<file path="src/logic/iprs_pkg.sv">
// package for the interrupt priority resolver
package iprs_pkg;
    // ---------------------------------------------------------------
    // polling levels and widths
    // ---------------------------------------------------------------
    localparam int unsigned NUM_NODES   = 14;
    localparam int unsigned NODE_W      = 4;
    localparam int unsigned LVL_W       = 2;
    localparam int unsigned NEST_W      = 4;
    localparam logic [NODE_W-1:0] NODE_NONE = 4'h0;
    localparam logic [NODE_W-1:0] NODE_NMI  = 4'hF;
    localparam logic [LVL_W-1:0]  LVL_LOW   = 2'h0;
    localparam logic [NODE_W-1:0] NODE_EXT0 = 4'h1;
    localparam logic [NODE_W-1:0] NODE_TMR0 = 4'h2;
    localparam logic [NODE_W-1:0] NODE_EXT1 = 4'h3;
    localparam logic [NODE_W-1:0] NODE_TMR1 = 4'h4;
    localparam logic [NODE_W-1:0] NODE_UART = 4'h5;
    localparam logic [NODE_W-1:0] NODE_L6   = 4'h6;
    localparam logic [NODE_W-1:0] NODE_L7   = 4'h7;
    localparam logic [NODE_W-1:0] NODE_SSC  = 4'h8;
    localparam logic [NODE_W-1:0] NODE_L9   = 4'h9;
    localparam logic [NODE_W-1:0] NODE_L10  = 4'hA;
    localparam logic [NODE_W-1:0] NODE_CCU0 = 4'hB;

    typedef enum logic [1:0] {
        IPRS_IDLE = 2'b00,
        IPRS_OFFER = 2'b01
    } iprs_state_e;
endpackage : iprs_pkg

</file>
<file path="src/logic/iprs_stack.sv">
// small register stack holding the levels of nested services
`timescale 1ns/10ps
`default_nettype none
module iprs_stack #(
    parameter int unsigned WIDTH = 3,
    parameter int unsigned DEPTH = 5
) (
    // clock and reset
    input  wire logic             clk,
    input  wire logic             rst_n,
    input  wire logic             clk_en,
    // push and pop
    input  wire logic             push,
    input  wire logic [WIDTH-1:0] push_data,
    input  wire logic             pop,
    // top of stack, registered
    output logic      [WIDTH-1:0] top_q,
    output logic                  empty,
    output logic                  full
);
    localparam int unsigned PW = $clog2(DEPTH + 1);
    if (DEPTH < 1 || WIDTH < 1) begin : g_bad_size
        $error("iprs_stack: bad size");
    end
    logic [WIDTH-1:0] mem_q [DEPTH];
    logic [PW-1:0]    cnt_q;
    assign empty = (cnt_q == '0);
    assign full  = (cnt_q == PW'(DEPTH));

    always_ff @(posedge clk or negedge rst_n) begin
        if (!rst_n) begin
            cnt_q <= '0;
            top_q <= '0;
        end else if (clk_en) begin
            if (push && !full) begin
                mem_q[cnt_q] <= push_data;
                cnt_q        <= cnt_q + PW'(1);
                top_q        <= push_data;
            end else if (pop && !empty) begin
                cnt_q <= cnt_q - PW'(1);
                top_q <= (cnt_q > PW'(1)) ? mem_q[cnt_q - PW'(2)] : '0;
            end
        end
    end
endmodule // iprs_stack
`default_nettype wire

</file>
<file path="src/logic/iprs_resolver.sv">
// interrupt priority resolver: ranks requests and vectors the core
`timescale 1ns/10ps
`default_nettype none
module iprs_resolver
    import iprs_pkg::*;
#(
    parameter int unsigned NEST_DEPTH = 5
) (
    // clock and reset
    input  wire logic                 clk,
    input  wire logic                 rst_n,
    input  wire logic                 clk_en,
    // global enable and nmi
    input  wire logic                 global_en,
    input  wire logic                 nmi_req,
    // single sources, levels 1 to 5 and 8
    input  wire logic                 ext0_req,
    input  wire logic                 tmr0_req,
    input  wire logic                 ext1_req,
    input  wire logic                 tmr1_req,
    input  wire logic                 uart_req,
    input  wire logic                 sync_serial_channel_req,
    // shared level 6
    input  wire logic                 gp_timer_req,
    input  wire logic                 uart_div_ovf_req,
    input  wire logic                 can_l6_req,
    input  wire logic                 lin_req,
    // shared level 7
    input  wire logic                 adc_req,
    input  wire logic                 can_l7_req,
    // shared level 9
    input  wire logic                 ext2_req,
    input  wire logic                 aux_timer_req,
    input  wire logic                 second_uart_req,
    input  wire logic                 second_uart_div_ovf_req,
    input  wire logic                 muldiv_unit_req,
    input  wire logic                 rotation_coprocessor_req,
    // shared level 10
    input  wire logic [3:0]           ext3_6_req,
    input  wire logic                 can_l10_req,
    // levels 11 to 14
    input  wire logic [3:0]           capture_compare_unit_req,
    input  wire logic [3:0]           can_l11_14_req,
    // per node enables and priority bits, bit n-1 is node n
    input  wire logic [NUM_NODES-1:0] node_en,
    input  wire logic [NUM_NODES-1:0] prio_lo,
    input  wire logic [NUM_NODES-1:0] prio_hi,
    // core side
    input  wire logic                 ack,
    input  wire logic                 reti,
    output logic                      irq,
    output logic [NODE_W-1:0]         irq_node,
    output logic                      in_service,
    output logic [NODE_W-1:0]         served_node
);
    // nesting deeper than the 14 nodes plus nmi buys nothing
    if (NEST_DEPTH < 1 || NEST_DEPTH > 15) begin : g_bad_depth
        $error("bad NEST_DEPTH");
    end

    // ---------------------------------------------------------------
    // level encoding: nmi sits above all maskable levels
    // ---------------------------------------------------------------
    function automatic logic [2:0] eff_lvl(input logic hi, input logic lo);
        eff_lvl = {1'b0, hi, lo} + 3'h1;
    endfunction
    localparam logic [2:0] LVL_NMI = 3'h5;

    // ---------------------------------------------------------------
    // group sources into polling nodes
    // ---------------------------------------------------------------
    logic [NUM_NODES-1:0] node_req;
    always_comb begin
        node_req[0]  = ext0_req;
        node_req[1]  = tmr0_req;
        node_req[2]  = ext1_req;
        node_req[3]  = tmr1_req;
        node_req[4]  = uart_req;
        node_req[5]  = gp_timer_req | uart_div_ovf_req
                     | can_l6_req | lin_req;
        node_req[6]  = adc_req | can_l7_req;
        node_req[7]  = sync_serial_channel_req;
        node_req[8]  = ext2_req | aux_timer_req | second_uart_req
                     | second_uart_div_ovf_req | muldiv_unit_req
                     | rotation_coprocessor_req;
        node_req[9]  = (|ext3_6_req) | can_l10_req;
        node_req[13:10] = capture_compare_unit_req
                        | can_l11_14_req;
    end

    // ---------------------------------------------------------------
    // state
    // ---------------------------------------------------------------
    typedef struct packed {
        iprs_state_e      st;
        logic [NODE_W-1:0] node;
        logic [NODE_W-1:0] served;
        logic              nmi_seen;
    } iprs_s;
    iprs_s s_q, s_d;

    logic [2:0] cur_lvl;
    logic [2:0] win_lvl_hold;
    logic       stk_empty, stk_full, push, pop;

    // ---------------------------------------------------------------
    // ranking: highest level, ties by lowest node number
    // ---------------------------------------------------------------
    logic [2:0]        win_lvl;
    logic [NODE_W-1:0] win_node;
    logic              nmi_edge;
    always_comb begin
        win_lvl  = 3'h0;
        win_node = NODE_NONE;
        nmi_edge = nmi_req && !s_q.nmi_seen;
        if (nmi_edge) begin
            win_lvl  = LVL_NMI;
            win_node = NODE_NMI;
        end else if (global_en) begin
            for (int i = NUM_NODES - 1; i >= 0; i--) begin
                if (node_req[i] && node_en[i]
                    && eff_lvl(prio_hi[i], prio_lo[i]) >= win_lvl) begin
                    win_lvl  = eff_lvl(prio_hi[i], prio_lo[i]);
                    win_node = NODE_W'(i + 1);
                end
            end
        end
    end

    // strictly above the running level, and room to nest
    logic grant_ok;
    assign grant_ok = (win_lvl > cur_lvl) && !stk_full;

    // ---------------------------------------------------------------
    // offer held until the core acknowledges
    // ---------------------------------------------------------------
    always_comb begin
        s_d      = s_q;
        push     = 1'b0;
        pop      = 1'b0;
        // an nmi edge stays pending while nmi_req is held until offered, also when it rises during an offer
        s_d.nmi_seen = s_q.nmi_seen & nmi_req;
        case (s_q.st)
            IPRS_IDLE: begin
                if (reti && !stk_empty) begin
                    pop = 1'b1;
                end else if (grant_ok) begin
                    s_d.st   = IPRS_OFFER;
                    s_d.node = win_node;
                    if (win_node == NODE_NMI) begin
                        s_d.nmi_seen = 1'b1;
                    end
                end
            end
            IPRS_OFFER: begin
                if (ack) begin
                    push       = 1'b1;
                    s_d.served = s_q.node;
                    s_d.st     = IPRS_IDLE;
                end
            end
            default: s_d.st = IPRS_IDLE;
        endcase
    end

    always_ff @(posedge clk or negedge rst_n) begin
        if (!rst_n) begin
            s_q <= '{st: IPRS_IDLE, node: NODE_NONE,
                     served: NODE_NONE, nmi_seen: 1'b0};
        end else if (clk_en) begin
            s_q <= s_d;
        end
    end

    // levels of nested services; a lower holder resumes at reti
    iprs_stack #(.WIDTH(3), .DEPTH(NEST_DEPTH)) u_stack (
        .clk       (clk),
        .rst_n     (rst_n),
        .clk_en    (clk_en),
        .push      (push),
        .push_data (s_q.node == NODE_NMI ? LVL_NMI : win_lvl_hold),
        .pop       (pop),
        .top_q     (cur_lvl),
        .empty     (stk_empty),
        .full      (stk_full)
    );

    // level of the offered node, recomputed from its priority bits
    always_comb begin
        win_lvl_hold = 3'h1;
        for (int i = 0; i < NUM_NODES; i++) begin
            if (s_q.node == NODE_W'(i + 1)) begin
                win_lvl_hold = eff_lvl(prio_hi[i], prio_lo[i]);
            end
        end
    end

    assign irq         = (s_q.st == IPRS_OFFER);
    assign irq_node    = s_q.node;
    assign in_service  = !stk_empty;
    assign served_node = s_q.served;

    // ---------------------------------------------------------------
    // checks
    // ---------------------------------------------------------------
    AST_NO_EQUAL_PREEMPT: assert property (
        @(posedge clk) disable iff (!rst_n)
        (clk_en && s_q.st == IPRS_IDLE && s_d.st == IPRS_OFFER)
            |-> win_lvl > cur_lvl)
        else $error("grant without strictly higher level");
    AST_HIGH_LEVEL_WINS: assert property (
        @(posedge clk) disable iff (!rst_n)
        (clk_en && s_q.st == IPRS_IDLE && s_d.st == IPRS_OFFER
         && s_d.node != NODE_NMI)
            |=> irq && win_lvl_hold == $past(win_lvl))
        else $error("offered level is not the highest");
    AST_TIE_LOW_NODE: assert property (
        @(posedge clk) disable iff (!rst_n)
        (clk_en && !nmi_edge && global_en && node_req[0] && node_en[0]
         && prio_hi[0] && prio_lo[0]) |-> win_node == NODE_EXT0)
        else $error("tie not broken by polling order");
    AST_NMI_FIRST: assert property (
        @(posedge clk) disable iff (!rst_n)
        nmi_edge |-> win_node == NODE_NMI)
        else $error("nmi not ranked first");
    AST_OFFER_HOLDS: assert property (
        @(posedge clk) disable iff (!rst_n)
        (irq && !ack) ##1 clk_en |-> irq && $stable(irq_node))
        else $error("offer dropped before ack");
    AST_OFFER_ABOVE_SERVICE: assert property (
        @(posedge clk) disable iff (!rst_n)
        (clk_en && s_q.st == IPRS_IDLE && s_d.st == IPRS_OFFER)
            |=> ((irq_node == NODE_NMI) ? LVL_NMI : win_lvl_hold)
                > cur_lvl)
        else $error("offered level not above the running level");
    AST_NMI_TAKEN: assert property (
        @(posedge clk) disable iff (!rst_n)
        (clk_en && s_q.st == IPRS_IDLE && nmi_edge && !reti
         && !stk_full && cur_lvl != LVL_NMI)
            |=> irq && irq_node == NODE_NMI)
        else $error("pending nmi not offered");
endmodule // iprs_resolver
`default_nettype wire

</file>
<file path="config.mk">
export PLATFORM = sky130hd
export DESIGN_NAME = iprs_resolver
export DESIGN_NICKNAME = d
export VERILOG_FILES = /design/src/logic/iprs_pkg.sv /design/src/logic/iprs_stack.sv /design/src/logic/iprs_resolver.sv
export SDC_FILE = /design/constraint.sdc
export NUM_CORES = 1
export LEC_CHECK = 0
export ABC_AREA = 1
export BUFFER_PORTS_ARGS = -buffer_cell sky130_fd_sc_hd__buf_2
export CAP_MARGIN = 10
export CORE_ASPECT_RATIO = 1.4
export CORE_MARGIN = 2
export CORE_UTILIZATION = 50
export DETAILED_ROUTE_END_ITERATION = 16
export PLACE_DENSITY = 0.78
export REMOVE_ABC_BUFFERS = 1
export SYNTH_ARGS = -nofsm -noshare
export SYNTH_HDL_FRONTEND = slang
export SYNTH_SLANG_ARGS = --single-unit
</file>
<file path="constraint.sdc">
create_clock -name clk -period 4.1 [get_ports clk]
set_clock_uncertainty 0.1 [all_clocks]
set_input_delay 1.23 -clock clk [delete_from_list [all_inputs] [get_ports clk]]
set_output_delay 1.23 -clock clk [all_outputs]
set_load 0.05 [all_outputs]
</file>
# Yosys cells after proc, flatten, opt, wreduce, memory -nomap -nowiden

Memories as Yosys holds them, arrays and structs flattened.
Cells that the tools add are included.

Add/sub/neg operators: 17
Order comparisons: 16
Equality and inequality tests: 21
Multiplexer cells: 93
Bitwise operators: 13
Reduce and logical (&&, ||, !) cells: 45

Operators by type and width:

| kind                                                               | number |
|---|---|
| 2-to-1 mux 3 bit                                                   | 62 |
| 2-to-1 mux 4 bit                                                   | 16 |
| adder 2 x 1 -> 3 bit (second input constant)                       | 14 |
| greater-or-equal comparator 3 bit                                  | 13 |
| == test 4 bit (second input constant)                              | 9 |
| logical AND 1 bit                                                  | 34 |
| == test 4 x 3 -> 1 bit (second input constant)                     | 4 |
| 2-to-1 mux 6 bit                                                   | 2 |
| 2-to-1 mux 1 bit                                                   | 11 |
| bitwise OR 1 bit                                                   | 10 |
| == test 4 x 2 -> 1 bit (second input constant)                     | 2 |
| AND reduction 4 bit                                                | 2 |
| != test 2 bit (second input constant)                              | 3 |
| == test 4 x 1 -> 1 bit (second input constant)                     | 1 |
| bitwise OR 4 bit                                                   | 1 |
| case mux 2 bit (2 select lines)                                    | 1 |
| OR reduction 4 bit                                                 | 1 |
| adder 3 x 1 -> 3 bit (second input constant)                       | 1 |
| == test 3 bit (second input constant)                              | 1 |
| greater-or-equal comparator 3 x 1 -> 1 bit (second input constant) | 1 |
| > comparator 3 x 1 -> 1 bit (second input constant)                | 1 |
| > comparator 3 bit                                                 | 1 |
| zero test 1 bit                                                    | 3 |
| zero test 3 bit                                                    | 1 |
| 10 further kinds                                                   | 10 |

Register bits: 17
Bits in writable memories: 15
Input port bits: 80
Output and inout port bits: 10
Logic and storage cells: 212
Memories: 1

Memories:

| name          | words | width | rd ports | clocked after memory_dff | wr ports | RTL line         | RTL |
|---|---|---|---|---|---|---|---|
| u_stack.mem_q | 5     | 3     | 1        | 0                        | 1        | iprs_stack.sv:25 | `logic [WIDTH-1:0] mem_q [DEPTH];` |

# Logic depth before layout (Yosys ltp)

Word-level depth: 76
Mapped depth: 137
Mapped depth without buffers: 137

# Cells and area by module

Synthesis repeated with hierarchy kept, for this count alone.

Cell total of the unflattened synthesis: 596
Area total of the unflattened synthesis: 4149.0 um^2

By module, submodules not included:

| module        | times used | cells each | area an instance (um^2) | seq. area each (um^2) |
|---|---|---|---|---|
| iprs_resolver | 1          | 485        | 3046.7                  | 250.2 |
| iprs_stack    | 1          | 111        | 1102.3                  | 600.6 |

# Worst setup path before layout

No wires, ideal clock.

Path kind: input to register
From: in prio_lo[13]
To: reg s_q (netlist bit irq_node[1])
Library setup time: 82 ps
Arrival time: 14413 ps
Required time: 3918 ps
Slack: -10495 ps
Stages on the path: 134
Buffers on the path: 0
Cell sequence: ha_1 > nand2_2 > ha_1 > nand2_1 > clkinv_1 > nand2_2 > nand2_4 > nand2_4 > nand2_1 > o21ai_0 > ha_1 > inv_1 > nand2_1 > o21ai_0 > inv_1 > nand2_2 > nand2_4 > nand2_4 > (+98 left out) > and2_1 > ha_1 > nand2_1 > o211ai_1 > nand3_1 > o21ai_0 > inv_1 > nand2_1 > nand2_1 > ha_1 > nand2_1 > nor2_1 > a211oi_1 > a311oi_1 > nand4_1 > inv_1 > nor2_1 > a31oi_1

Cells in the longest elaborated chain, start to end: 74
Elaborated cells on any way between the ends: 90
Those cells by class: add/sub (1); order compare (15); mux (58); reduce/logical (16)

Ends and longest elaborated chain:

| item                                       | RTL line             | RTL |
|---|---|---|
| start: declaration                         | iprs_resolver.sv:46  | `input wire logic [NUM_NODES-1:0] prio_lo,` |
| adder 2 x 1 -> 3 bit (*)                   | iprs_resolver.sv:65  | `eff_lvl = {1'b0, hi, lo} + 3'h1;` |
| greater-or-equal comparator 3 x 1 -> 1 bit | iprs_resolver.sv:122 | `&& eff_lvl(prio_hi[i], prio_lo[i]) >= win_lvl) begin` |
| logical AND 1 bit                          | iprs_resolver.sv:122 |  |
| 2-to-1 mux 3 bit                           | iprs_resolver.sv:121 | `if (node_req[i] && node_en[i]` |
| 2-to-1 mux 3 bit                           | iprs_resolver.sv:119 | `end else if (global_en) begin` |
| 2-to-1 mux 3 bit                           | iprs_resolver.sv:116 | `if (nmi_edge) begin` |
| greater-or-equal comparator 3 bit          | iprs_resolver.sv:122 |  |
| logical AND 1 bit                          | iprs_resolver.sv:122 |  |
| (+58 left out)                             | -                    |  |
| greater-or-equal comparator 3 bit          | iprs_resolver.sv:122 |  |
| logical AND 1 bit                          | iprs_resolver.sv:122 |  |
| 2-to-1 mux 3 bit                           | iprs_resolver.sv:121 |  |
| 2-to-1 mux 3 bit                           | iprs_resolver.sv:119 |  |
| 2-to-1 mux 3 bit                           | iprs_resolver.sv:116 |  |
| > comparator 3 bit                         | iprs_resolver.sv:132 | `assign grant_ok = (win_lvl > cur_lvl) && !stk_full;` |
| logical AND 1 bit                          | iprs_resolver.sv:132 |  |
| AND reduction 4 bit (no source line)       | -                    |  |
| end signal: assignment                     | iprs_resolver.sv:168 | `s_q <= '{st: IPRS_IDLE, node: NODE_NONE,` |
| end: declaration                           | iprs_resolver.sv:100 | `iprs_s s_q, s_d;` |

Every way passes the cells marked *; elsewhere a longest branch is shown, timed or not. The select of a mux whose other input is x is not followed.
A chain may end at the register's enable or synchronous reset.

# Final worst setup path

From: in prio_hi[13]
To: reg s_q (netlist bit irq_node[3])

Cells in the longest elaborated chain, start to end: 74
Elaborated cells on any way between the ends: 90
Those cells by class: add/sub (1); order compare (15); mux (58); reduce/logical (16)

Ends and longest elaborated chain:

| item                                       | RTL line             | RTL |
|---|---|---|
| start: declaration                         | iprs_resolver.sv:47  | `input wire logic [NUM_NODES-1:0] prio_hi,` |
| adder 2 x 1 -> 3 bit (*)                   | iprs_resolver.sv:65  |  |
| greater-or-equal comparator 3 x 1 -> 1 bit | iprs_resolver.sv:122 |  |
| logical AND 1 bit                          | iprs_resolver.sv:122 |  |
| 2-to-1 mux 3 bit                           | iprs_resolver.sv:121 |  |
| 2-to-1 mux 3 bit                           | iprs_resolver.sv:119 |  |
| 2-to-1 mux 3 bit                           | iprs_resolver.sv:116 |  |
| greater-or-equal comparator 3 bit          | iprs_resolver.sv:122 |  |
| logical AND 1 bit                          | iprs_resolver.sv:122 |  |
| (+58 left out)                             | -                    |  |
| greater-or-equal comparator 3 bit          | iprs_resolver.sv:122 |  |
| logical AND 1 bit                          | iprs_resolver.sv:122 |  |
| 2-to-1 mux 3 bit                           | iprs_resolver.sv:121 |  |
| 2-to-1 mux 3 bit                           | iprs_resolver.sv:119 |  |
| 2-to-1 mux 3 bit                           | iprs_resolver.sv:116 |  |
| > comparator 3 bit                         | iprs_resolver.sv:132 |  |
| logical AND 1 bit                          | iprs_resolver.sv:132 |  |
| AND reduction 4 bit (no source line)       | -                    |  |

Marks and branches as above.

==> results.md <==
- CTS Buf Count: 5
- Antenna-violating nets left: 0
- CTS sink count: 31
- Worst setup SP type: primary input
- Peak VDD IR: 0.0005270 V
- Top_reg_cell synth: dfrtp_1
- Yosys top cell by area: ha_1
- Finished Layout Cells: 940
- CP peak stage delay: 0.30 ns
- Finished Core Util: 84.02%
- Sequential fraction of the synthesis area: 21.16%
- Number of antenna diodes: 0
- Worst Hold Class: flip-flop to flip-flop
- Hold Buf Count CTS: 0
- RSZ-0062 raised after global routing: true
- CTS tree: yes
- Worst Path Buf+Inv: 27
- R2R cell count: 15
- Hold Crit Depth: 2
- Worst Setup End Kind: flip-flop
- Internal power: 2.326 mW
- Sw frac: 50.60%
- # placed instances: 858
- Worst Tran Pin Value: 0.7159 ns
- Setup ws final: -11.31 ns
- Synth Register Bits: 31
- Violated checks: negative setup slack
- GRT Util Overall: 32.82%
- Total Wirelength: 17.09 mm
- Syn_area_per_cell: 7.065 sq um
- Most common cell after layout, fill and taps aside: buf_4
- DRC viols: 0
- Slew headroom: 51.77%
- Row cnt: 38
- DIE AREA: 0.008783 sq mm
- Final Setup Violations: 6
- Via Count: 5,610
- Leakage: 3.522 nW
- CP top delay family: simple AND/OR/NAND/NOR gates
- Syn Std Cell Area: 0.004020 sq mm
- Post-Synthesis Cells: 569
- Number of synthesized flops with an enable pin: 15
- Fin. max-slew vios: 0
- Critical Path AT: 15.50 ns
- Worst flop-to-flop path endpoint: u_stack.top_q[0]$_DFFE_PN0P_
- DRT iter0 DRCs: 554
- Worst r2r src: irq_node[2]$_DFFE_PN0P_
- Syn. warnings: 0
- Crit path to: irq_node[3]$_DFFE_PN0P_
- Final Hold Fails: 0
- CORE AREA: 0.007797 sq mm
- First-pass GRT wire length: 23.00 mm
- Seq pwr share: 11.9%
- Synth-to-Final Area Change: 62.96%
- Data required, critical path: 4.19 ns
- Clock root buffer: clkbuf_8
- Final worst path period share: 375.9%
- Comb power frac: 81.7%
- Vias per cell: 5.968
- DP HPWL: 8.896 mm
- Drt pass-1 iters: 7
- Number of H-tree levels: 2
- Die Width: 79.78 um
- Clk buf depth: 2
- Type of the worst setup path: primary input to flip-flop
- Vias in the first global route: 5,341
- P_sw: 2.382 mW
- Initial antenna violation count: 0
- Worst path depth: 133
- Yosys cell types: 36
- Wire length per cell: 18.19 um
- GPL Wtd Cong: 0.9247
- # Max-Cap Violations: 0
- Layout cells sized above 1: 51.67%
- Clock-pin slew on the worst setup and hold paths: 0.07 ns
- Status: finished with violations
- Die height: 110.1 um
- Synth area leaders: ha_1 (17%), nand2_1 (13%), edfxtp_1 (11%)
- Top cell type's share of synthesized area: 16.81%
- Hold Slack: 0.3945 ns
- Grt ovf: 0
- I/O pins: 90
- Ys async rst share: 51.61%
- PortBufs: 89
- CP Max Fanout: 6
- Most frequent cells in the layout: buf_4 (176), nand2_1 (101), buf_2 (85)
- Flop2flop setup slack: 1.13 ns
- Maximum number of pins on one net before global-route repair: 18
- Final min period: 15.41 ns
- Effective utilization at floorplan: 51.56%
- Clock Power Share: 6.4%
- Fmax: 0.06489 GHz
- Pwr dens: 718.7 mW/mm^2
- Layout net count: 973
- Slowest cell on the critical path: ha_4
- Clock latency on the worst-skew pair: 0.29 ns
- CP startpoint: prio_hi[13]
sequential cells by signal, indices dropped and copies added, names as in the netlist:
| name | count |
|---|---|
| irq_node | 4 |
| u_stack.cnt_q | 3 |
| s_q | 2 |
| u_stack.mem_q | 15 |
| served_node | 4 |
| u_stack.top_q | 3 |
tightest hold or removal path, stage by stage, from the launching register on:
cell and delay (ns):
dfrtp_1 0.34, nand2_1 0.05, o21ai_0 0.06
worst min path at each step:
stage	from	to	slack, ns
after floorplan	u_stack.top_q[1]$_DFFE_PN0P_	u_stack.top_q[1]$_DFFE_PN0P_	0.42
after global placement	served_node[3]$_DFFE_PN0P_	served_node[3]$_DFFE_PN0P_	0.36
after detailed placement	served_node[3]$_DFFE_PN0P_	served_node[3]$_DFFE_PN0P_	0.37
after CTS	served_node[3]$_DFFE_PN0P_	served_node[3]$_DFFE_PN0P_	0.39
after global routing	served_node[1]$_DFFE_PN0P_	served_node[1]$_DFFE_PN0P_	0.41
final	served_node[2]$_DFFE_PN0P_	served_node[2]$_DFFE_PN0P_	0.39
what timing repair did:
item / CTS / global route
pin swaps: 62 / 73
setup buffers: 58 / 16
cloned: 0 / 0
endpoints found under the setup margin: 6 / 6
gates resized for setup: 106 / 57
cells by family after synthesis:
logic type / share of synthesized area (%)
AND/OR/NAND/NOR: 37.32
flip-flops: 21.16
AO/OA/AOI/OAI: 14.07
XOR/XNOR: 0.6537
buffers and inverters: 9.991
adder cells (fa/ha/maj): 16.81
per-layer routing:
metal  vias up  global-route usage, %  share of wire [%]
met5         -                      0                  0
met4         0                  20.82                9.4
met3       172                  5.537                8.2
met2       461                  62.24                 49
met1      2542                  32.64                 34
li1       2435                      -                  -
power groups by stage:
stage	logic (mW)	clock network (mW)	registers, mW
3_5_place_dp	2.49	0	0.551
4_1_cts	3.13	0.297	0.551
3_3_place_gp	2.39	0	0.544
2_1_floorplan	1.52	0	0.670
5_1_grt	4.08	0.311	0.571
6_report	3.85	0.302	0.561
layout make-up:
class	instances	area [sq um]
inverters	89	339.1
multi-input cells	439	3243
clock inverters	3	38.79
repair buffers	273	1886
clock buffers	5	68.82
flip-flops and latches	31	850.8
well taps	100	125.1
fillers	382	1246
synthesized netlist by cell type, types with 4 or more instances:
cell	number
nand2_1	136
nand3_1	43
edfxtp_1	15
nand3_2	10
a221oi_1	4
o21a_1	6
inv_1	87
a31oi_1	7
dfrtp_1	16
o21ai_0	49
nand2_2	17
nor2_1	34
a21oi_1	8
nand2_4	28
o211ai_1	5
o2111ai_1	4
ha_1	54
nor3_1	8
buf_4	8
nand4_1	5
per-stage QoR:
stage                     setup TNS [ns]  total power [mW]  setup WS [ns]  area (sq um)
final                             -67.49             4.708         -11.31          6551
after global routing              -71.62             4.962         -12.00          6551
after CTS                         -60.13             3.976         -10.08          6206
after detailed placement          -70.22             3.043         -11.76          5349
after global placement            -65.62             2.930         -10.97          5349
after floorplan                   -62.51             2.187         -10.51          3953
Power figures use the tool's default switching activity.
